## config.mk

```make
export PLATFORM = sky130hd
export DESIGN_NAME = deo_event_output
export DESIGN_NICKNAME = d
export VERILOG_FILES = /design/src/deo_pkg.sv /design/src/deo_event_output.sv /design/src/deo_tick_div.sv /design/src/deo_airflow_chan.sv
export SDC_FILE = /design/constraint.sdc
export NUM_CORES = 1
export LEC_CHECK = 0
export BUFFER_PORTS_ARGS = -buffer_cell sky130_fd_sc_hd__buf_2
export CAP_MARGIN = 0
export CELL_PAD_IN_SITES_DETAIL_PLACEMENT = 1
export CELL_PAD_IN_SITES_GLOBAL_PLACEMENT = 1
export CORE_MARGIN = 2
export CORE_UTILIZATION = 51
export CTS_CLUSTER_SIZE = 12
export DETAILED_ROUTE_END_ITERATION = 8
export HOLD_SLACK_MARGIN = 0.12
export PLACE_DENSITY = 0.93
export SLEW_MARGIN = 0
export SYNTH_ARGS = -nofsm -noshare
export SYNTH_HDL_FRONTEND = slang
export SYNTH_HIERARCHICAL = 1
export SYNTH_SLANG_ARGS = --single-unit
```

## constraint.sdc

```tcl
create_clock -name clk -period 12 [get_ports clk]
set_input_delay 2.4 -clock clk [delete_from_list [all_inputs] [get_ports clk]]
set_output_delay 2.4 -clock clk [all_outputs]
set_load 0.03 [all_outputs]
```

## src/deo_pkg.sv

```systemverilog
// Functional notes
// - fault relay energised unless any fault present
// - relays use fixed or configured criterion
// - collector output one: any fault or inactive
// - collector output two: first sensor alarm
// - output three: second alarm or programmable
// - output three mirrors relay three criterion
// - 0.5 to 10 s reset pulse resets events
// - reset held over 20 s deactivates device
// - no deactivation with loop module installed
// - third-party inputs disabled by default
// - third-party inputs use sensor delay, latching
// - each airflow channel supervised on its own
// - initial reset captures airflow reference values
// - flow outside window around reference faults
// - window width selectable from configured sizes
// - deviation must persist for delay first
// - standard settings: 80/120 percent, 300 s
package deo_pkg;
  localparam int CLK_MHZ         = 100;
  localparam int TICK_MS         = 100;
  localparam int TICK_CYCLES_DEF = TICK_MS * CLK_MHZ * 1000;
  localparam int TICKS_PER_S     = 1000 / TICK_MS;

  localparam int RESET_MIN_MS  = 500;
  localparam int RESET_MAX_MS  = 10000;
  localparam int RESET_HOLD_MS = 20000;
  localparam int FLOW_W        = 10;
  localparam int RR_CNT_W      = 8;
  localparam int Q_CNT_W       = 10;
  localparam int AF_CNT_W      = 14;
  localparam int MUL_W         = 20;
  localparam int PCT_W         = 7;
  localparam int NQ            = 3;

  // least time rounds up, longest rounds down
  localparam logic [RR_CNT_W-1:0] RR_MIN_TICKS  = RR_CNT_W'((RESET_MIN_MS + TICK_MS - 1) / TICK_MS);
  localparam logic [RR_CNT_W-1:0] RR_MAX_TICKS  = RR_CNT_W'(RESET_MAX_MS / TICK_MS);
  localparam logic [RR_CNT_W-1:0] RR_HOLD_TICKS = RR_CNT_W'(RESET_HOLD_MS / TICK_MS);
  localparam logic [RR_CNT_W-1:0] RR_CNT_MAX    = {RR_CNT_W{1'b1}};
  localparam logic [Q_CNT_W-1:0]  Q_TICKS_PER_S = Q_CNT_W'(TICKS_PER_S);
  localparam logic [AF_CNT_W-1:0] AF_TICKS_PER_S = AF_CNT_W'(TICKS_PER_S);
  localparam logic [AF_CNT_W-1:0] AF_CNT_MAX    = {AF_CNT_W{1'b1}};

  localparam logic [MUL_W-1:0] PCT_FULL        = 20'h00064;
  localparam logic [PCT_W-1:0] STD_WINDOW_PCT  = 7'h14;
  localparam logic [9:0]       STD_DELAY_S     = 10'h12c;
  localparam logic [PCT_W-1:0] WIN_PCT_0       = 7'h0a;
  localparam logic [PCT_W-1:0] WIN_PCT_1       = 7'h14;
  localparam logic [PCT_W-1:0] WIN_PCT_2       = 7'h1e;
  localparam logic [PCT_W-1:0] WIN_PCT_3       = 7'h32;

  localparam int Q_ALARM_FIRST  = 0;
  localparam int Q_ALARM_SECOND = 1;
  localparam int Q_TP_FAULT     = 2;

  typedef enum logic [2:0] {
    CRIT_DEFAULT, CRIT_ALARM_FIRST, CRIT_ALARM_SECOND, CRIT_FAULT,
    CRIT_INACTIVE, CRIT_AIRFLOW, CRIT_NONE
  } deo_crit_t;

  typedef enum logic [1:0] {TP_OFF, TP_ALARM, TP_FAULT} deo_tp_mode_t;

  localparam deo_crit_t    SEL_RESET  = CRIT_DEFAULT;
  localparam deo_tp_mode_t MODE_RESET = TP_OFF;

  function automatic logic [PCT_W-1:0] deo_win_pct(input logic [1:0] sel);
    logic [PCT_W-1:0] p;
    p = WIN_PCT_0;
    unique case (sel)
      2'h0: p = WIN_PCT_0;
      2'h1: p = WIN_PCT_1;
      2'h2: p = WIN_PCT_2;
      2'h3: p = WIN_PCT_3;
    endcase
    return p;
  endfunction

  function automatic logic deo_out_of_window(input logic [FLOW_W-1:0] act,
                                             input logic [FLOW_W-1:0] ref_v,
                                             input logic [PCT_W-1:0] pct);
    logic [MUL_W-1:0] a;
    logic [MUL_W-1:0] lo;
    logic [MUL_W-1:0] hi;
    a  = MUL_W'(act) * PCT_FULL;
    lo = MUL_W'(ref_v) * (PCT_FULL - MUL_W'(pct));
    hi = MUL_W'(ref_v) * (PCT_FULL + MUL_W'(pct));
    return (a < lo) || (a > hi);
  endfunction
endpackage

```

## src/deo_event_output.sv

```systemverilog
`timescale 1ns/1ps
`default_nettype none
module deo_event_output
  import deo_pkg::*;
#(
  parameter int TICK_CYCLES = TICK_CYCLES_DEF
) (
  // clock and reset
  input  wire logic              clk,
  input  wire logic              rst,
  // version and fitted options
  input  wire logic              dual_sensor,
  input  wire logic              programmable_version,
  input  wire logic              loop_module_present,
  // configuration
  input  wire logic              cfg_load,
  input  wire deo_crit_t         relay_third_sel,
  input  wire deo_tp_mode_t      third_party_mode,
  input  wire logic              latching_enable,
  input  wire logic [5:0]        alarm_delay_s,
  input  wire logic              standard_setting,
  input  wire logic [1:0]        window_sel,
  input  wire logic [9:0]        airflow_delay_s,
  // event sources
  input  wire logic              sensor_alarm_first,
  input  wire logic              sensor_alarm_second,
  input  wire logic              fault_other,
  input  wire logic              third_party_input_a,
  input  wire logic              third_party_input_b,
  input  wire logic              remote_reset_in,
  input  wire logic              initial_reset,
  // airflow measurements
  input  wire logic [FLOW_W-1:0] flow_a,
  input  wire logic [FLOW_W-1:0] flow_b,
  // collector outputs
  output var  logic              collector_output_fault,
  output var  logic              collector_output_alarm_first,
  output var  logic              collector_output_third,
  // relay drives
  output var  logic              relay_fault,
  output var  logic              relay_inactive,
  output var  logic              relay_alarm_first,
  output var  logic              relay_third,
  // status
  output var  logic              device_inactive,
  output var  logic              alarm_first,
  output var  logic              alarm_second,
  output var  logic [1:0]        airflow_fault
);
  typedef struct packed {
    logic [RR_CNT_W-1:0]         rr_cnt;
    logic                        rr_prev;
    logic                        inactive;
    deo_crit_t                   sel;
    deo_tp_mode_t                mode;
    logic [NQ-1:0][Q_CNT_W-1:0]  q_cnt;
    logic [NQ-1:0]               q_act;
    logic [1:0]                  af;
    logic                        oc_fault;
    logic                        oc_alarm;
    logic                        oc_third;
    logic                        rly_fault;
    logic                        rly_inactive;
    logic                        rly_alarm;
    logic                        rly_third;
  } deo_state_t;

  deo_state_t s_reg;
  deo_state_t s_next;

  logic                tick;
  logic [1:0]          af_chan;
  logic [PCT_W-1:0]    win_pct;
  logic [AF_CNT_W-1:0] af_delay_ticks;
  logic [Q_CNT_W-1:0]  q_delay_ticks;

  deo_tick_div #(
    .TICK_CYCLES(TICK_CYCLES)
  ) u_tick (
    .clk (clk),
    .rst (rst),
    .tick(tick)
  );

  // standard settings override the configured window and delay
  always_comb begin
    win_pct        = standard_setting ? STD_WINDOW_PCT : deo_win_pct(window_sel);
    af_delay_ticks = (standard_setting ? AF_CNT_W'(STD_DELAY_S) : AF_CNT_W'(airflow_delay_s))
                     * AF_TICKS_PER_S;
    q_delay_ticks  = Q_CNT_W'(alarm_delay_s) * Q_TICKS_PER_S;
  end

  // one instance per monitoring area
  deo_airflow_chan u_chan_a (
    .clk        (clk),
    .rst        (rst),
    .tick       (tick),
    .capture    (initial_reset),
    .flow       (flow_a),
    .pct        (win_pct),
    .delay_ticks(af_delay_ticks),
    .fault      (af_chan[0])
  );

  deo_airflow_chan u_chan_b (
    .clk        (clk),
    .rst        (rst),
    .tick       (tick),
    .capture    (initial_reset),
    .flow       (flow_b),
    .pct        (win_pct),
    .delay_ticks(af_delay_ticks),
    .fault      (af_chan[1])
  );

  always_comb begin
    logic              rr_reset;
    logic              clear_ev;
    logic [NQ-1:0]     q_raw;
    logic              any_fault;
    logic              crit_val;
    deo_crit_t         crit_eff;
    rr_reset  = 1'b0;
    clear_ev  = 1'b0;
    q_raw     = '0;
    any_fault = 1'b0;
    crit_val  = 1'b0;
    crit_eff  = CRIT_NONE;
    s_next    = s_reg;

    // stored selector and third-party mode
    if (cfg_load) begin
      s_next.sel  = relay_third_sel;
      s_next.mode = third_party_mode;
    end

    // remote reset: judged by length of the active level
    s_next.rr_prev = remote_reset_in;
    if (remote_reset_in) begin
      if (tick && s_reg.rr_cnt != RR_CNT_MAX) begin
        s_next.rr_cnt = s_reg.rr_cnt + 1'b1;
      end
      // held level deactivates unless a loop module owns that job
      if (s_reg.rr_cnt > RR_HOLD_TICKS && !loop_module_present) begin
        s_next.inactive = 1'b1;
      end
    end else begin
      s_next.rr_cnt = '0;
      if (s_reg.rr_prev && s_reg.rr_cnt >= RR_MIN_TICKS && s_reg.rr_cnt <= RR_MAX_TICKS) begin
        rr_reset = 1'b1;
      end
    end
    // a valid pulse also brings a deactivated device back
    if (rr_reset) begin
      s_next.inactive = 1'b0;
    end
    clear_ev = rr_reset || initial_reset;

    // third-party inputs only act once a mode is configured
    q_raw[Q_ALARM_FIRST]  = sensor_alarm_first
                            || (s_reg.mode == TP_ALARM && third_party_input_a);
    q_raw[Q_ALARM_SECOND] = sensor_alarm_second
                            || (s_reg.mode == TP_ALARM && third_party_input_b);
    q_raw[Q_TP_FAULT]     = s_reg.mode == TP_FAULT
                            && (third_party_input_a || third_party_input_b);

    // shared delay and self-holding for sensor and third-party sources
    for (int i = 0; i < NQ; i++) begin
      if (clear_ev) begin
        s_next.q_cnt[i] = '0;
        s_next.q_act[i] = 1'b0;
      end else if (q_raw[i]) begin
        if (s_reg.q_cnt[i] >= q_delay_ticks) begin
          s_next.q_act[i] = 1'b1;
        end else if (tick) begin
          s_next.q_cnt[i] = s_reg.q_cnt[i] + 1'b1;
        end
      end else begin
        s_next.q_cnt[i] = '0;
        if (!latching_enable) begin
          s_next.q_act[i] = 1'b0;
        end
      end
    end

    // an inactive device raises no alarm outwards
    if (s_next.inactive) begin
      s_next.q_act[Q_ALARM_FIRST]  = 1'b0;
      s_next.q_act[Q_ALARM_SECOND] = 1'b0;
    end

    s_next.af = af_chan;
    any_fault = fault_other || (|af_chan) || s_next.q_act[Q_TP_FAULT] || s_next.inactive;

    // fixed-criterion dual versions ignore the selector
    if (dual_sensor && !programmable_version) begin
      crit_eff = CRIT_ALARM_SECOND;
    end else if (s_reg.sel == CRIT_DEFAULT) begin
      crit_eff = dual_sensor ? CRIT_ALARM_SECOND : CRIT_NONE;
    end else begin
      crit_eff = s_reg.sel;
    end

    unique case (crit_eff)
      CRIT_ALARM_FIRST:  crit_val = s_next.q_act[Q_ALARM_FIRST];
      CRIT_ALARM_SECOND: crit_val = s_next.q_act[Q_ALARM_SECOND];
      CRIT_FAULT:        crit_val = any_fault;
      CRIT_INACTIVE:     crit_val = s_next.inactive;
      CRIT_AIRFLOW:      crit_val = |af_chan;
      default:           crit_val = 1'b0;
    endcase

    s_next.oc_fault     = any_fault;
    s_next.oc_alarm     = s_next.q_act[Q_ALARM_FIRST];
    s_next.rly_third    = crit_val;
    s_next.oc_third     = crit_val;
    // fault relay is fail-safe: energised means healthy
    s_next.rly_fault    = !any_fault;
    s_next.rly_inactive = s_next.inactive;
    s_next.rly_alarm    = s_next.q_act[Q_ALARM_FIRST];
  end

  always_ff @(posedge clk or posedge rst) begin
    if (rst) begin
      s_reg      <= '0;
      s_reg.sel  <= SEL_RESET;
      s_reg.mode <= MODE_RESET;
    end else begin
      s_reg <= s_next;
    end
  end

  assign collector_output_fault       = s_reg.oc_fault;
  assign collector_output_alarm_first = s_reg.oc_alarm;
  assign collector_output_third       = s_reg.oc_third;
  assign relay_fault                  = s_reg.rly_fault;
  assign relay_inactive               = s_reg.rly_inactive;
  assign relay_alarm_first            = s_reg.rly_alarm;
  assign relay_third                  = s_reg.rly_third;
  assign device_inactive              = s_reg.inactive;
  assign alarm_first                  = s_reg.q_act[Q_ALARM_FIRST];
  assign alarm_second                 = s_reg.q_act[Q_ALARM_SECOND];
  assign airflow_fault                = s_reg.af;
endmodule
`default_nettype wire

```

## src/deo_tick_div.sv

```systemverilog
`timescale 1ns/1ps
`default_nettype none
module deo_tick_div
  import deo_pkg::*;
#(
  parameter int TICK_CYCLES = TICK_CYCLES_DEF
) (
  // clock and reset
  input  wire logic clk,
  input  wire logic rst,
  // slow enable
  output var  logic tick
);
  typedef struct packed {
    logic [31:0] cnt;
    logic        tick;
  } deo_div_t;

  deo_div_t s_reg;
  deo_div_t s_next;

  always_comb begin
    s_next      = s_reg;
    s_next.tick = 1'b0;
    if (s_reg.cnt >= 32'(TICK_CYCLES - 1)) begin
      s_next.cnt  = 32'h0;
      s_next.tick = 1'b1;
    end else begin
      s_next.cnt = s_reg.cnt + 32'h1;
    end
  end

  always_ff @(posedge clk or posedge rst) begin
    if (rst) begin
      s_reg <= '0;
    end else begin
      s_reg <= s_next;
    end
  end

  assign tick = s_reg.tick;
endmodule
`default_nettype wire

```

## src/deo_airflow_chan.sv

```systemverilog
`timescale 1ns/1ps
`default_nettype none
module deo_airflow_chan
  import deo_pkg::*;
(
  // clock and reset
  input  wire logic                clk,
  input  wire logic                rst,
  input  wire logic                tick,
  // measurement and settings
  input  wire logic                capture,
  input  wire logic [FLOW_W-1:0]   flow,
  input  wire logic [PCT_W-1:0]    pct,
  input  wire logic [AF_CNT_W-1:0] delay_ticks,
  // result
  output var  logic                fault
);
  typedef struct packed {
    logic [FLOW_W-1:0]   ref_v;
    logic                ref_ok;
    logic [AF_CNT_W-1:0] cnt;
    logic                fault;
  } deo_chan_t;

  deo_chan_t s_reg;
  deo_chan_t s_next;

  always_comb begin
    s_next = s_reg;
    if (capture) begin
      // reference becomes the 100 percent point
      s_next.ref_v  = flow;
      s_next.ref_ok = 1'b1;
      s_next.cnt    = '0;
      s_next.fault  = 1'b0;
    end else if (s_reg.ref_ok && deo_out_of_window(flow, s_reg.ref_v, pct)) begin
      // fault only once the delay has fully run out
      if (tick) begin
        if (s_reg.cnt >= delay_ticks) begin
          s_next.fault = 1'b1;
        end else if (s_reg.cnt != AF_CNT_MAX) begin
          s_next.cnt = s_reg.cnt + 1'b1;
        end
      end
    end else begin
      // a short disturbance restarts the wait
      s_next.cnt   = '0;
      s_next.fault = 1'b0;
    end
  end

  always_ff @(posedge clk or posedge rst) begin
    if (rst) begin
      s_reg <= '0;
    end else begin
      s_reg <= s_next;
    end
  end

  assign fault = s_reg.fault;
endmodule
`default_nettype wire

```

* Yosys cells after proc, flatten, opt, wreduce, memory -nomap -nowiden *
Index checks and enable logic that the tools add are counted.

operators by class
  $add $sub $neg = 9
  multiply operators = 8
  divide/modulo/power cells = 0
  magnitude comparators = 13
  eq/ne operators = 28
  shifts and indexed selects = 0
  multiplexer cells = 53
  bitwise operators = 0
  reduce and logical (&&, ||, !) cells = 32

operators by type and width
  kind                                                                     count
  10-bit two-way mux                                                       13
  15-bit two-way mux                                                       6
  10-bit by 20-bit multiplier with 20-bit output                           4
  14-bit two-way mux                                                       4
  17-bit by 20-bit greater-than comparator with 1-bit output               2
  17-bit by 20-bit < comparator with 1-bit output                          2
  3-bit inequality test, second input constant                             11
  32-bit by 1-bit adder with 32-bit output, second input constant          1
  32-bit by 24-bit >= comparator with 1-bit output, second input constant  1
  32-bit two-way mux                                                       1
  10-bit by 1-bit adder with 10-bit output, second input constant          3
  10-bit >= comparator                                                     3
  10-bit by 5-bit multiplier with 15-bit output, second input constant     2
  14-bit by 1-bit adder with 14-bit output, second input constant          2
  14-bit >= comparator                                                     2
  14-bit inequality test, second input constant                            2
  7-bit case mux with 4 select lines                                       1
  1-bit two-way mux                                                        20
  8-bit two-way mux                                                        2
  10-bit by 3-bit multiplier with 13-bit output, second input constant     1
  1-bit logical AND                                                        10
  2-bit AND reduction                                                      5
  1-bit logical OR                                                         9
  6-bit by 3-bit multiplier with 9-bit output, second input constant       1
  23 further kinds                                                         35

word-level totals
  bits in registers = 138
  bits in latches = 0
  RAM bits = 0
  bits in read-only memories = 0
  input bits = 58
  output and inout port bits = 12
  word-level logic and storage cells = 166
  memories = 0

* Logic depth before layout (Yosys ltp) *
Gate-level depths: netlist of run 1.

  depth in word-level cells = 10
  depth in mapped cells = 34
  mapped depth without buffers = 33

* Cells and area by module *
The synthesis of run 1 kept the hierarchy.

modules (own cells, without submodules)
  module                       times used  cells an instance  area each (um^2)
  deo_airflow_chan (u_chan_a)  1           1026               8679.6
  deo_airflow_chan (u_chan_b)  1           1002               8673.3
  deo_event_output             1           444                4081.4
  deo_tick_div                 1           147                1539.0

* Worst setup path after synthesis of run 1 *
OpenSTA, ideal clock, no wires.

  kind = input port to flip-flop
  start = input port window_sel[0]
  end = register u_chan_a.s_reg, in the netlist u_chan_a/fault
  arrival = 9266 ps
  required time = 11874 ps
  path slack = 2608 ps
  cell stages on the path = 31
  buffers on the path = 1
  cells stage by stage = inv_1 -> ha_1 -> or2_2 -> ha_1 -> a21oi_1 -> xor2_1 -> nand2_1 -> fa_1 -> fa_1 -> inv_1 -> fa_1 -> inv_1 -> fa_1 -> inv_1 -> ha_1 -> o21ai_0 -> o21bai_1 -> a21oi_1 -> o21ai_0 -> a21oi_1 -> o21ai_0 -> xnor2_1 -> ha_1 -> a21o_1 -> a211oi_1 -> o21ai_0 -> o311ai_0 -> nor2b_1 -> mux2i_1 -> buf_2 -> a21oi_1

on the way
  longest elaborated chain between the ends = 10
  elaborated cells on any way between the ends = 19
  classes of those cells = add/sub: 2; mul: 2; order compare: 2; eq/ne: 5; mux: 4; reduce/logical: 4

ends and longest elaborated chain
  what                                                                                                                                  line                          text
  start: declaration                                                                                                                    deo_event_output.sv:22        input wire logic [1:0] window_sel,
  2-bit equality test (tied with other cells)                                                                                           deo_pkg.sv:70                 unique case (sel)
  7-bit case mux with 4 select lines *                                                                                                  deo_pkg.sv:70
  7-bit two-way mux *                                                                                                                   deo_event_output.sv:87        win_pct = standard_setting ? STD_WINDOW_PCT : deo_win_pct(window_sel);
  net win_pct[2]                                                                                                                        deo_event_output.sv:73        logic [PCT_W-1:0] win_pct;
  7-bit by 7-bit subtractor with 8-bit output / 7-bit by 7-bit adder with 8-bit output (equally long branches)                          deo_pkg.sv:86, deo_pkg.sv:87
  10-bit by 20-bit multiplier with 20-bit output, on equally long branches                                                              deo_pkg.sv:86, deo_pkg.sv:87
  17-bit by 20-bit < comparator with 1-bit output / 17-bit by 20-bit greater-than comparator with 1-bit output (equally long branches)  deo_pkg.sv:88                 return (a < lo) || (a > hi);
  1-bit logical OR *                                                                                                                    deo_pkg.sv:88
  1-bit logical AND *                                                                                                                   deo_airflow_chan.sv:36        end else if (s_reg.ref_ok && deo_out_of_window(flow, s_reg.ref_v, pct)) begin
  3-bit inequality test (no line) / 15-bit two-way mux (equally long branches)                                                          -
  2-bit AND reduction (no line) / 15-bit two-way mux (equally long branches)                                                            -
  end signal: assignment                                                                                                                deo_airflow_chan.sv:56        s_reg <= s_next;
  end: declaration                                                                                                                      deo_airflow_chan.sv:25        deo_chan_t s_reg;

Mark *: on every way through the listed nets, which the timed path passes. The rest lies on a longest branch. The select of a mux whose other input is x is not followed.
A chain may end at the register's enable or synchronous reset.

* Worst setup path after layout of run 1 *
  start = input port window_sel[0]
  end = register u_chan_a/s_reg[11] in the netlist's numbering

on the way
  longest elaborated chain between the ends = 10
  elaborated cells on any way between the ends = 20
  classes of those cells = add/sub: 2; mul: 2; order compare: 2; eq/ne: 6; mux: 4; reduce/logical: 4

ends and longest elaborated chain
  what                                                                                                                                  line
  2-bit equality test (tied with other cells)                                                                                           deo_pkg.sv:70
  7-bit case mux with 4 select lines *                                                                                                  deo_pkg.sv:70
  7-bit two-way mux *                                                                                                                   deo_event_output.sv:87
  net win_pct[2]                                                                                                                        deo_event_output.sv:73
  7-bit by 7-bit subtractor with 8-bit output / 7-bit by 7-bit adder with 8-bit output (equally long branches)                          deo_pkg.sv:86, deo_pkg.sv:87
  10-bit by 20-bit multiplier with 20-bit output, on equally long branches                                                              deo_pkg.sv:86, deo_pkg.sv:87
  17-bit by 20-bit < comparator with 1-bit output / 17-bit by 20-bit greater-than comparator with 1-bit output (equally long branches)  deo_pkg.sv:88
  1-bit logical OR *                                                                                                                    deo_pkg.sv:88
  1-bit logical AND *                                                                                                                   deo_airflow_chan.sv:36
  3-bit inequality test (no line) / 15-bit two-way mux (equally long branches)                                                          -
  3-bit AND reduction (no line) / 15-bit two-way mux (equally long branches)                                                            -

Marked as above.

==> metrics.txt, run 1 <==
# TYPE chip_impl_metric gauge
chip_impl_metric{name="ir_worst_vdd",unit="uV"} 211
chip_impl_info{name="critical_path.top_delay_family",value="adder cells"} 1
chip_impl_metric{name="synth_cell_type_count",unit=""} 89
chip_impl_metric{name="grt_pass1_vias",unit=""} 23459
chip_impl_metric{name="drc",unit=""} 0
chip_impl_metric{name="yosysWarnings",unit=""} 6
chip_impl_metric{name="dp.final_hpwl",unit="mm"} 56.2
chip_impl_metric{name="setup-tns-final",unit="ns"} 0
chip_impl_metric{name="viasPerCell",unit=""} 6.18
chip_impl_metric{name="clock_path_buffers",unit=""} 2
chip_impl_info{name="mostFrequentLayoutCells",value="480 x sky130_fd_sc_hd__inv_1, 395 x sky130_fd_sc_hd__ha_1, 206 x sky130_fd_sc_hd__fa_1"} 1
chip_impl_metric{name="hold_viol",unit=""} 0
chip_impl_metric{name="asyncSetResetFlopFracSynth",unit="%"} 100
chip_impl_metric{name="postCtsSetupBuffers",unit=""} 0
chip_impl_metric{name="number_of_filler_instances_in_the_final_layout",unit=""} 5279
chip_impl_metric{name="finalPower",unit="uW"} 6040
chip_impl_info{name="timing.critical_path.slowest_stage_cell",value="sky130_fd_sc_hd__mux2i_1"} 1
chip_impl_metric{name="maxCapViolCount",unit=""} 0
chip_impl_info{name="run_status",value="complete, no violations"} 1
chip_impl_metric{name="chipWidth",unit="um"} 216
chip_impl_metric{name="grt_start_max_net_pins",unit=""} 54
chip_impl_metric{name="post_layout_nonfiller_instances",unit=""} 3278
chip_impl_metric{name="firstDrtPassIters",unit=""} 5
chip_impl_metric{name="grt.overflow.total",unit=""} 0
chip_impl_metric{name="max_freq",unit="GHz"} 0.0867
chip_impl_metric{name="period_needed",unit="ns"} 11.53
chip_impl_info{name="final_common_cell",value="sky130_fd_sc_hd__inv_1"} 1
chip_impl_info{name="dominantRegCellSynth",value="sky130_fd_sc_hd__dfrtp_1"} 1
chip_impl_info{name="grt_setup_unrepaired",value="false"} 1
chip_impl_info{name="type_of_destination_of_the_critical_path",value="register"} 1
chip_impl_metric{name="worstMarginPinSlew",unit="ns"} 1.36
chip_impl_metric{name="hold_depth",unit=""} 0
chip_impl_metric{name="area_of_the_die",unit="um^2"} 46800
chip_impl_metric{name="insertion_delay",unit="ns"} 0.48
chip_impl_metric{name="sequentialPowerShare",unit="%"} 9.0
chip_impl_metric{name="floorplan.rows",unit=""} 77
chip_impl_metric{name="cts_buffers",unit=""} 17
chip_impl_info{name="reg2reg_to",value="u_chan_a/s_reg[11]"} 1
chip_impl_info{name="tritoncts_clock_tree",value="yes"} 1
chip_impl_metric{name="antenna_violations_before_repair",unit=""} 0
chip_impl_metric{name="slew-limit-headroom",unit="%"} 9.15
chip_impl_metric{name="ff2ff_setup_slack",unit="ns"} 3.81
chip_impl_metric{name="comb_power_share",unit="%"} 81.1
chip_impl_metric{name="floorplan.core_area",unit="um^2"} 44300
chip_impl_metric{name="chipHeight",unit="um"} 216
chip_impl_metric{name="swShare",unit="%"} 55.3
chip_impl_metric{name="post_drt_wl_per_cell",unit="um"} 23.8
chip_impl_metric{name="grt_pass1_wl",unit="mm"} 126
chip_impl_metric{name="multi_input_area",unit="um^2"} 17500
chip_impl_info{name="critPathLaunchType",value="input pin"} 1
chip_impl_metric{name="initial_utilization",unit="%"} 51.8
chip_impl_metric{name="dr_total_vias",unit=""} 20270
chip_impl_metric{name="post-place-cells",unit=""} 3246
chip_impl_metric{name="detail_route.iter0.violations",unit=""} 1380
chip_impl_metric{name="timing.final.crit_share",unit="%"} 96.1
chip_impl_metric{name="post_synth_instance_area",unit="um^2"} 23000
chip_impl_metric{name="max_stage_delay",unit="ns"} 1.00
chip_impl_metric{name="p_clk_share",unit="%"} 9.9
chip_impl_metric{name="post_cts_resize_count",unit=""} 0
chip_impl_metric{name="cp_num_cells",unit=""} 31
chip_impl_metric{name="critical_path_peak_fanout",unit=""} 16
chip_impl_metric{name="cp_data_arrival_time",unit="ns"} 11.75
chip_impl_metric{name="timing.final.setup_violations",unit=""} 0
chip_impl_metric{name="flow.area_growth_from_synthesis",unit="%"} 6.62
chip_impl_metric{name="nets_finish",unit=""} 3332
chip_impl_info{name="critical_path_destination",value="u_chan_a/s_reg[11]"} 1
chip_impl_metric{name="antennaDiodeCount",unit=""} 0
chip_impl_metric{name="p_per_area",unit="nW/um^2"} 247
chip_impl_metric{name="cts-htree-levels",unit=""} 4
chip_impl_info{name="clk_root_buffer_cell",value="sky130_fd_sc_hd__clkbuf_16"} 1
chip_impl_metric{name="post_route_cells_drive_above_1_share",unit="%"} 7.07
chip_impl_metric{name="antenna_left",unit=""} 0
chip_impl_info{name="startpoint",value="window_sel[0]"} 1
chip_impl_metric{name="synth-edff-count",unit=""} 0
chip_impl_metric{name="timing.final.max_slew_violations",unit=""} 0
chip_impl_metric{name="cts_sinks",unit=""} 138
chip_impl_metric{name="place.port_buffers",unit=""} 69
chip_impl_metric{name="timing.critical_path.buf_inv",unit=""} 5
chip_impl_metric{name="globalRouteTotalUtil",unit="%"} 34.2
chip_impl_metric{name="ios",unit=""} 70
chip_impl_metric{name="p_leak",unit="uW"} 0.0126
chip_impl_info{name="r2r_startpoint",value="u_chan_a/s_reg[20]"} 1
chip_impl_metric{name="largest_reg_flops",unit=""} 45
chip_impl_metric{name="cts_hold_buf",unit=""} 0
chip_impl_metric{name="clk_transition_reported_paths",unit="ns"} 0.09
chip_impl_info{name="worstHoldPathType",value="reg2reg"} 1
chip_impl_metric{name="worst-endpoint-required",unit="ns"} 12.22
chip_impl_info{name="worstSetupPathType",value="in2reg"} 1
chip_impl_metric{name="postRouteWirelength",unit="mm"} 78.0
chip_impl_metric{name="gp_routability_congestion",unit=""} 0.885
chip_impl_metric{name="layout.core_utilization",unit="%"} 55.3
chip_impl_metric{name="seq_total_area_yosys",unit="%"} 15.0
chip_impl_metric{name="total_area_of_sequential_cells",unit="um^2"} 3450
chip_impl_metric{name="power_report.internal_total",unit="uW"} 2700
chip_impl_metric{name="worst_clock_skew",unit="ns"} 0.0212
chip_impl_metric{name="post_synth_inst_count",unit=""} 2619
chip_impl_metric{name="power_switching",unit="uW"} 3340
chip_impl_metric{name="syn_avg_cell_area",unit="um^2"} 8.77
chip_impl_metric{name="synth.ff_latch_count",unit=""} 138
chip_impl_metric{name="number_of_cells_on_the_worst_reg_to_reg_path",unit=""} 24
-- synth_stat cells, types with 4 or more instances --
cell type,n,share of area [%]
sky130_fd_sc_hd__a2111oi_0,4,0.15
sky130_fd_sc_hd__a211o_1,5,0.19
sky130_fd_sc_hd__a211oi_1,22,0.72
sky130_fd_sc_hd__a21boi_0,8,0.26
sky130_fd_sc_hd__a21o_1,41,1.3
sky130_fd_sc_hd__a21oi_1,127,2.8
sky130_fd_sc_hd__a21oi_2,8,0.31
sky130_fd_sc_hd__a31oi_1,12,0.33
sky130_fd_sc_hd__and2_1,168,4.6
sky130_fd_sc_hd__and3_1,13,0.35
sky130_fd_sc_hd__and4_1,15,0.57
sky130_fd_sc_hd__buf_2,4,0.087
sky130_fd_sc_hd__buf_4,6,0.20
sky130_fd_sc_hd__buf_6,5,0.25
sky130_fd_sc_hd__clkbuf_1,44,0.72
sky130_fd_sc_hd__dfrtp_1,138,15
sky130_fd_sc_hd__fa_1,206,18
sky130_fd_sc_hd__ha_1,395,22
sky130_fd_sc_hd__inv_1,481,7.9
sky130_fd_sc_hd__mux2_2,24,1.2
sky130_fd_sc_hd__mux2i_1,8,0.35
sky130_fd_sc_hd__nand2_1,172,2.8
sky130_fd_sc_hd__nand2b_1,17,0.46
sky130_fd_sc_hd__nand3_1,51,1.1
sky130_fd_sc_hd__nand4_1,35,0.95
sky130_fd_sc_hd__nor2_1,119,1.9
sky130_fd_sc_hd__nor2_2,4,0.11
sky130_fd_sc_hd__nor2b_1,42,1.1
sky130_fd_sc_hd__nor3_1,33,0.72
sky130_fd_sc_hd__nor3b_1,4,0.13
sky130_fd_sc_hd__nor4_1,7,0.19
sky130_fd_sc_hd__o2111ai_1,4,0.15
sky130_fd_sc_hd__o211ai_1,6,0.20
sky130_fd_sc_hd__o21a_1,8,0.26
sky130_fd_sc_hd__o21ai_0,70,1.5
sky130_fd_sc_hd__o21bai_1,12,0.39
sky130_fd_sc_hd__o31ai_1,24,0.78
sky130_fd_sc_hd__or2_2,18,0.49
sky130_fd_sc_hd__or3_1,20,0.54
sky130_fd_sc_hd__or4_1,22,0.72
sky130_fd_sc_hd__xnor2_1,84,3.2
sky130_fd_sc_hd__xor2_1,58,2.2
-- per-layer routing --
| metal | global-route usage [%] | up-vias | share of wire [%] |
|---|---|---|---|
| met5 | 0 | - | 0 |
| met4 | 25.5 | 0 | 8.0 |
| met3 | 6.08 | 429 | 5.5 |
| met2 | 61.3 | 917 | 51 |
| met1 | 35.7 | 10184 | 36 |
| li1 | - | 8740 | - |
-- kinds of logic (layout without fill, tap and decap cells) --
group / count (synthesis) / after routing / synth area share (%)
muxes: 32 / 32 / 1.52
xor gates and xnor gates: 142 / 142 / 5.41
DFF: 138 / 138 / 15.0
adders and majority gates: 604 / 604 / 39.6
other: 2 / 24 / 0.0327
and+or+nand+nor: 763 / 763 / 17.7
AOI/OAI and AO/OA: 394 / 394 / 11.5
buffers and inverters: 544 / 589 / 9.22
-- cell type report --
type / count / area share, %
inverter: 483 / 7.40
multi-input combinational: 1959 / 71.4
clock inverter: 15 / 0.797
sequential: 138 / 14.1
clock buffer: 17 / 1.74
tap: 592 / 3.02
timing repair buffer: 74 / 1.56
-- stage by stage --
step           area (um^2)  worst slack, ns  hold WS (ns)
6_report             24500            0.467         0.479
5_1_grt              24500           0.0690         0.500
4_1_cts              24500            0.696         0.475
3_5_place_dp         23900            0.670         0.428
3_3_place_gp         23900             1.35         0.451
2_1_floorplan        23100             2.61         0.390
-- power groups by stage --
stage | clock, uW | combinational, uW | sequential, uW
3_5_place_dp | 0 | 4650 | 550
6_report | 599 | 4900 | 545
4_1_cts | 599 | 4790 | 542
3_3_place_gp | 0 | 4160 | 546
2_1_floorplan | 0 | 3370 | 514
5_1_grt | 617 | 5370 | 547
-- worst min path at each step --
stage | startpoint | endpoint | slack, ns
2_1_floorplan | u_chan_b/fault | airflow_fault[1] | 0.39
3_5_place_dp | u_chan_b/fault | airflow_fault[1] | 0.43
3_3_place_gp | u_chan_b/fault | airflow_fault[1] | 0.45
4_1_cts | u_chan_b/fault | airflow_fault[1] | 0.47
6_report | u_chan_b/fault | airflow_fault[1] | 0.48
5_1_grt | u_chan_b/fault | airflow_fault[1] | 0.50
No activity file was read; power rests on OpenSTA's default activity.
==> run 2, diff against run 1 <==
- RECOVER_POWER: not set -> 100
==> run 2 against run 1 <==
  * The run now ends with max-capacitance violations, max-slew violations left
  * Global-route usage unchanged
  * Largest cell class unchanged
  * Cell count did not move
  * Total power decreased by 0.44%
  * Clock skew hardly changed
  * Wire length hardly changed
==> metrics.txt, run 2 (synthesized netlist as in run 1, its figures left out) <==
# TYPE chip_impl_metric gauge
chip_impl_info{name="run_status",value="complete, but fails checks"} 1
chip_impl_info{name="failing_checks",value="max-capacitance violations, max-slew violations"} 1
chip_impl_metric{name="grt_pass1_wl",unit="mm"} 126
chip_impl_metric{name="ir_worst_vdd",unit="uV"} 207
chip_impl_metric{name="finalPower",unit="uW"} 6010
chip_impl_metric{name="place_ws",unit="ns"} 0.670
chip_impl_metric{name="cts_buffers",unit=""} 17
chip_impl_info{name="critPathLaunchType",value="input pin"} 1
chip_impl_metric{name="met3_wirelength",unit="mm"} 4.10
chip_impl_metric{name="cp_data_arrival_time",unit="ns"} 11.78
chip_impl_metric{name="routedLengthMet1",unit="mm"} 28.0
chip_impl_metric{name="grt_start_max_net_pins",unit=""} 54
chip_impl_metric{name="post_layout_nonfiller_instances",unit=""} 3278
chip_impl_info{name="worstSetupPathType",value="in2reg"} 1
chip_impl_metric{name="post-place-cells",unit=""} 3246
chip_impl_metric{name="postRouteWirelength",unit="mm"} 78.1
chip_impl_metric{name="initial_utilization",unit="%"} 51.8
chip_impl_metric{name="worst-endpoint-required",unit="ns"} 12.22
chip_impl_metric{name="p_per_area",unit="nW/um^2"} 246
chip_impl_metric{name="post_cts_resize_count",unit=""} 0
chip_impl_info{name="worstHoldPathType",value="reg2reg"} 1
chip_impl_metric{name="drc",unit=""} 0
chip_impl_metric{name="setup-tns-final",unit="ns"} 0
chip_impl_metric{name="detail_route.iter0.violations",unit=""} 1345
chip_impl_metric{name="timing.final.setup_violations",unit=""} 0
chip_impl_metric{name="flow.area_growth_from_synthesis",unit="%"} 6.18
chip_impl_metric{name="globalRouteTotalUtil",unit="%"} 34.2
chip_impl_metric{name="dr_total_vias",unit=""} 20215
chip_impl_info{name="highest_layer",value="met4"} 1
chip_impl_metric{name="area_of_the_die",unit="um^2"} 46800
chip_impl_metric{name="worst_clock_skew",unit="ns"} 0.0213
chip_impl_metric{name="cts_hold_buf",unit=""} 0
chip_impl_metric{name="ff2ff_setup_slack",unit="ns"} 3.79
chip_impl_metric{name="timing.final.max_slew_violations",unit=""} 123
chip_impl_metric{name="final_critical_path_setup_slack",unit="ns"} 0.433
chip_impl_metric{name="ios",unit=""} 70
chip_impl_info{name="tritoncts_clock_tree",value="yes"} 1
chip_impl_metric{name="chipHeight",unit="um"} 216
chip_impl_metric{name="max_freq",unit="GHz"} 0.0865
chip_impl_metric{name="post_drt_wl_per_cell",unit="um"} 23.8
chip_impl_metric{name="postCtsSetupBuffers",unit=""} 0
chip_impl_metric{name="insertion_delay",unit="ns"} 0.48
chip_impl_metric{name="viasPerCell",unit=""} 6.17
chip_impl_info{name="grt_setup_unrepaired",value="false"} 1
chip_impl_metric{name="antennaDiodeCount",unit=""} 0
chip_impl_metric{name="worstMarginPinSlew",unit="ns"} 2.10
chip_impl_metric{name="nets_finish",unit=""} 3332
chip_impl_info{name="clk_root_buffer_cell",value="sky130_fd_sc_hd__clkbuf_16"} 1
chip_impl_info{name="type_of_destination_of_the_critical_path",value="register"} 1
chip_impl_metric{name="firstDrtPassIters",unit=""} 5
chip_impl_info{name="timing.critical_path.slowest_stage_cell",value="sky130_fd_sc_hd__mux2i_1"} 1
chip_impl_metric{name="grt_pass1_vias",unit=""} 23459
chip_impl_metric{name="hold_viol",unit=""} 0
chip_impl_metric{name="place.port_buffers",unit=""} 69
chip_impl_metric{name="timing.final.crit_share",unit="%"} 96.4
chip_impl_metric{name="number_of_filler_instances_in_the_final_layout",unit=""} 5301
chip_impl_metric{name="floorplan.rows",unit=""} 77
chip_impl_metric{name="floorplan.core_area",unit="um^2"} 44300
chip_impl_metric{name="antenna_left",unit=""} 0
chip_impl_metric{name="antenna_violations_before_repair",unit=""} 0
chip_impl_metric{name="max_stage_delay",unit="ns"} 1.03
chip_impl_info{name="final_common_cell",value="sky130_fd_sc_hd__inv_1"} 1
chip_impl_metric{name="cts_sinks",unit=""} 138
chip_impl_metric{name="clock_path_buffers",unit=""} 2
chip_impl_metric{name="layout.core_utilization",unit="%"} 55.0
chip_impl_metric{name="routed-wl-met2",unit="mm"} 39.8
chip_impl_metric{name="cts-htree-levels",unit=""} 4
chip_impl_metric{name="maxCapViolCount",unit=""} 4
chip_impl_metric{name="grt.overflow.total",unit=""} 0
chip_impl_metric{name="p_leak",unit="uW"} 0.0125
chip_impl_metric{name="period_needed",unit="ns"} 11.57
chip_impl_metric{name="slew-limit-headroom",unit="%"} -40.3
chip_impl_metric{name="largest_reg_flops",unit=""} 45
chip_impl_metric{name="chipWidth",unit="um"} 216
chip_impl_metric{name="post_route_cells_drive_above_1_share",unit="%"} 5.77
chip_impl_info{name="mostFrequentLayoutCells",value="481 x sky130_fd_sc_hd__inv_1, 395 x sky130_fd_sc_hd__ha_1, 206 x sky130_fd_sc_hd__fa_1"} 1
chip_impl_metric{name="gp_routability_congestion",unit=""} 0.885
chip_impl_metric{name="clk_transition_reported_paths",unit="ns"} 0.09
chip_impl_metric{name="critical_path_peak_fanout",unit=""} 16
chip_impl_metric{name="dp.final_hpwl",unit="mm"} 56.2
==> run 2: cell count changes in the layout (fill, tap and decap cells not counted), sizes merged <==
cell    previous run  this run
clkbuf            17        38
buf               74        53
==> run 2: metal layers <==
metal	global-route usage (%)	up-vias
met1	35.7	10168
met3	6.08	424
met2	61.3	883
met5	0	-
met4	25.5	0
li1	-	8740
==> run 2: layout make-up <==
| cell class | count | area (um^2) | share of cell area, % |
|---|---|---|---|
| clock buffers | 17 | 425 | 1.74 |
| clock inverters | 15 | 195 | 0.800 |
| inverters | 483 | 1810 | 7.43 |
| multi-input cells | 1959 | 17400 | 71.4 |
| flip-flops and latches | 138 | 3450 | 14.2 |
| well taps | 592 | 741 | 3.04 |
| repair buffers | 74 | 347 | 1.42 |
==> run 2: final timing paths <==
| kind | depth (start not counted) | end | from |
|---|---|---|---|
| max | 31 | u_chan_a/s_reg[11] | window_sel[0] |
| min | 0 | airflow_fault[1] | u_chan_b/fault |
| max reg2reg | 24 | u_chan_a/s_reg[11] | u_chan_a/s_reg[20] |
| min reg2reg | 0 | airflow_fault[1] | u_chan_b/fault |
| max in group asynchronous | 2 | s_reg[17] | rst |
| min in group asynchronous | 2 | u_chan_b/s_reg[10] | rst |
==> run 2: stage by stage <==
stage | cell area [um^2] | hold slack (ns)
finish | 24400 | 0.486
global route | 24400 | 0.500
CTS | 24500 | 0.475
detailed placement | 23900 | 0.428
global placement | 23900 | 0.451
floorplan | 23100 | 0.390
==> run 2: report_power, final <==
part           switching (uW)  total (uW)  internal, uW
logic                    2970        4870          1900
registers                58.8         545           486
clock network             295         598           303
total                    3320        6010          2690
==> run 2: critical path, delay by kind of cell <==
kind | cells | cell delay, ns
adder cells (fa/ha/maj) | 8 | 3.42
AO/OA/AOI/OAI | 12 | 2.88
multiplexers | 1 | 1.03
XOR/XNOR | 2 | 0.84
AND/OR/NAND/NOR | 3 | 0.74
buffers and inverters | 5 | 0.43
==> run 3, diff against run 2 <==
==> constraint.sdc (replaced) <==
create_clock -name clk -period 12 [get_ports clk]
set_input_delay 0 -clock clk [delete_from_list [all_inputs] [get_ports clk]]
set_output_delay 0 -clock clk [all_outputs]
set_load 0.03 [all_outputs]
==> run 3 against run 2 <==
  * The run still ends with max-capacitance violations, max-slew violations left
  * Via count rose by 1.8%
  * Register-to-register slack better by 0.09 ns
  * Clock-buffer cell count stayed put
  * Critical path type unchanged
  * Sequential share of layout area fell by 0.26 points
  * Worst hold slack got worse by 0.29 ns
  * Wire length is 1.6% higher
  * Fmax increased by 22%
  * Sequential power hardly changed
  * Total power is 1.5% higher
==> metrics.txt, run 3 (synthesized netlist as in run 1, its figures left out) <==
# TYPE chip_impl_metric gauge
chip_impl_info{name="run_status",value="complete, but fails checks"} 1
chip_impl_info{name="failing_checks",value="max-capacitance violations, max-slew violations"} 1
chip_impl_metric{name="hold_viol",unit=""} 0
chip_impl_metric{name="timing.final.setup_violations",unit=""} 0
chip_impl_metric{name="antenna_left",unit=""} 0
chip_impl_metric{name="ir_worst_vdd",unit="uV"} 181
chip_impl_metric{name="dp.final_hpwl",unit="mm"} 55.8
chip_impl_metric{name="detail_route.iter0.violations",unit=""} 1215
chip_impl_info{name="tritoncts_clock_tree",value="yes"} 1
chip_impl_metric{name="cts_sinks",unit=""} 138
chip_impl_metric{name="chipHeight",unit="um"} 216
chip_impl_info{name="timing.critical_path.slowest_stage_cell",value="sky130_fd_sc_hd__o221a_1"} 1
chip_impl_metric{name="clk_transition_reported_paths",unit="ns"} 0.08
chip_impl_metric{name="critical_path_peak_fanout",unit=""} 16
chip_impl_metric{name="sequentialPowerShare",unit="%"} 8.9
chip_impl_info{name="mostFrequentLayoutCells",value="481 x sky130_fd_sc_hd__inv_1, 395 x sky130_fd_sc_hd__ha_1, 206 x sky130_fd_sc_hd__fa_1"} 1
chip_impl_metric{name="p_leak",unit="uW"} 0.0127
chip_impl_info{name="final_common_cell",value="sky130_fd_sc_hd__inv_1"} 1
chip_impl_info{name="r2r_startpoint",value="u_chan_a/s_reg[19]"} 1
chip_impl_metric{name="timing.final.max_slew_violations",unit=""} 114
chip_impl_metric{name="grt_pass1_wl",unit="mm"} 127
chip_impl_metric{name="drc",unit=""} 0
chip_impl_metric{name="floorplan.core_area",unit="um^2"} 44300
chip_impl_metric{name="worst_clock_skew",unit="ns"} 0.0199
chip_impl_metric{name="viasPerCell",unit=""} 6.19
chip_impl_metric{name="timing.final.crit_share",unit="%"} 79.3
chip_impl_metric{name="setup-tns-final",unit="ns"} 0
chip_impl_metric{name="p_per_area",unit="nW/um^2"} 246
chip_impl_metric{name="firstDrtPassIters",unit=""} 7
chip_impl_info{name="grt_setup_unrepaired",value="false"} 1
chip_impl_metric{name="ff2ff_setup_slack",unit="ns"} 3.88
chip_impl_metric{name="initial_utilization",unit="%"} 51.8
chip_impl_metric{name="worstMarginPinSlew",unit="ns"} 2.17
chip_impl_metric{name="ios",unit=""} 70
chip_impl_metric{name="nets_finish",unit=""} 3375
chip_impl_info{name="critical_path_destination",value="u_chan_b/s_reg[13]"} 1
chip_impl_info{name="clk_root_buffer_cell",value="sky130_fd_sc_hd__clkbuf_16"} 1
chip_impl_metric{name="max_stage_delay",unit="ns"} 0.98
chip_impl_info{name="startpoint",value="window_sel[0]"} 1
chip_impl_metric{name="grt.overflow.total",unit=""} 0
chip_impl_metric{name="gp_routability_congestion",unit=""} 0.914
chip_impl_metric{name="post_route_cells_drive_above_1_share",unit="%"} 5.75
chip_impl_metric{name="cts_buffers",unit=""} 17
chip_impl_info{name="worstHoldPathType",value="in2reg"} 1
chip_impl_metric{name="cts_hold_buf",unit=""} 40
chip_impl_metric{name="slew-limit-headroom",unit="%"} -44.8
chip_impl_info{name="reg2reg_to",value="u_chan_a/s_reg[11]"} 1
chip_impl_metric{name="antenna_violations_before_repair",unit=""} 1
chip_impl_metric{name="chipWidth",unit="um"} 216
chip_impl_metric{name="grt_start_max_net_pins",unit=""} 54
chip_impl_metric{name="comb_power_share",unit="%"} 81.0
chip_impl_metric{name="floorplan.rows",unit=""} 77
chip_impl_metric{name="period_needed",unit="ns"} 9.51
chip_impl_metric{name="clock_path_buffers",unit=""} 2
chip_impl_metric{name="post_drt_wl_per_cell",unit="um"} 23.9
chip_impl_metric{name="power_report.internal_total",unit="uW"} 2740
chip_impl_metric{name="cts-htree-levels",unit=""} 4
chip_impl_metric{name="insertion_delay",unit="ns"} 0.49
chip_impl_metric{name="dr_total_vias",unit=""} 20576
chip_impl_metric{name="grt_pass1_vias",unit=""} 23918
chip_impl_metric{name="maxCapViolCount",unit=""} 3
chip_impl_metric{name="power_switching",unit="uW"} 3360
chip_impl_metric{name="largest_reg_flops",unit=""} 45
chip_impl_info{name="worstSetupPathType",value="in2reg"} 1
chip_impl_metric{name="area_of_the_die",unit="um^2"} 46800
chip_impl_info{name="type_of_destination_of_the_critical_path",value="register"} 1
chip_impl_metric{name="max_freq",unit="GHz"} 0.105
chip_impl_metric{name="finalPower",unit="uW"} 6100
chip_impl_metric{name="postRouteWirelength",unit="mm"} 79.3
chip_impl_metric{name="number_of_cells_on_the_worst_reg_to_reg_path",unit=""} 24
chip_impl_metric{name="place.port_buffers",unit=""} 69
chip_impl_metric{name="flow.area_growth_from_synthesis",unit="%"} 8.15
chip_impl_info{name="critPathLaunchType",value="input pin"} 1
chip_impl_metric{name="cp_data_arrival_time",unit="ns"} 9.79
chip_impl_metric{name="postCtsSetupBuffers",unit=""} 0
chip_impl_metric{name="post_cts_resize_count",unit=""} 0
chip_impl_metric{name="worst-endpoint-required",unit="ns"} 12.28
chip_impl_metric{name="swShare",unit="%"} 55.1
chip_impl_metric{name="p_clk_share",unit="%"} 10.1
chip_impl_metric{name="globalRouteTotalUtil",unit="%"} 34.6
[run 3: cell types whose count changed in the layout (fill, tap and decap cells not counted)]
| cell | change |
|---|---|
| sky130_fd_sc_hd__buf_2 | +1 |
| sky130_fd_sc_hd__buf_4 | +2 |
| sky130_fd_sc_hd__bufinv_16 | +2 |
| sky130_fd_sc_hd__clkinv_8 | -2 |
| sky130_fd_sc_hd__diode_2 | +2 |
| sky130_fd_sc_hd__dlygate4sd3_1 | +40 |
| sky130_fd_sc_hd__or2_0 | +1 |
| sky130_fd_sc_hd__or2_2 | -1 |
[run 3: layer usage]
metal  part of all wire, %  vias to the layer above  track usage [%]  routed length (um)
met2                    51                      946             62.7               40800
met4                   7.6                        0             24.8                6050
met5                     0                        -                0                   0
met3                   5.7                      478             6.98                4510
li1                      -                     8851                -                   -
met1                    35                    10301             35.4               27900
[run 3: how the worst min path moves through the flow]
stage	startpoint	endpoint	slack, ns	cells past startpoint
after global routing	initial_reset	u_chan_a/s_reg[18]	0.23	3
final	loop_module_present	relay_inactive	0.20	4
after floorplan	remote_reset_in	s_reg[48]	0.03	0
after global placement	rst	u_chan_b/s_reg[14]	-0.1	2
after CTS	loop_module_present	relay_inactive	0.14	4
after detailed placement	rst	u_chan_b/s_reg[14]	-0.09	2
[run 3: area by class of cell]
cell class | instances | area, um^2
diodes | 2 | 5.00
fillers | 5252 | 19500
inverters | 483 | 1810
multi-input cells | 1959 | 17400
flip-flops and latches | 138 | 3450
repair buffers | 117 | 767
well taps | 592 | 741
clock inverters | 15 | 223
clock buffers | 17 | 425
[run 3: metrics by stage]
stage	hold WS (ns)	std cells	area, um^2	util, %	setup WS, ns
global placement	-0.0962	3249	23900	53.9	3.91
CTS	0.137	3321	24900	56.3	3.49
global route	0.226	3322	24800	56.1	2.10
finish	0.197	3323	24800	56.1	2.49
floorplan	0.0314	2641	23100	-	5.01
detailed placement	-0.0882	3249	23900	53.9	3.11
[run 3: power by group through the flow]
stage	combinational (uW)	sequential, uW	clock (uW)
detailed placement	4610	548	0
global placement	4150	544	0
CTS	4760	540	614
global route	5420	546	638
floorplan	3370	514	0
finish	4940	545	617
[run 3: worst max-delay path, delay by kind of cell]
kind,cells,cell delay [ns]
adders and majority gates,8,3.24
AOI/OAI and AO/OA,11,2.85
and+or+nand+nor,4,1.66
xor gates and xnor gates,2,1.00
buffers and inverters,5,0.99
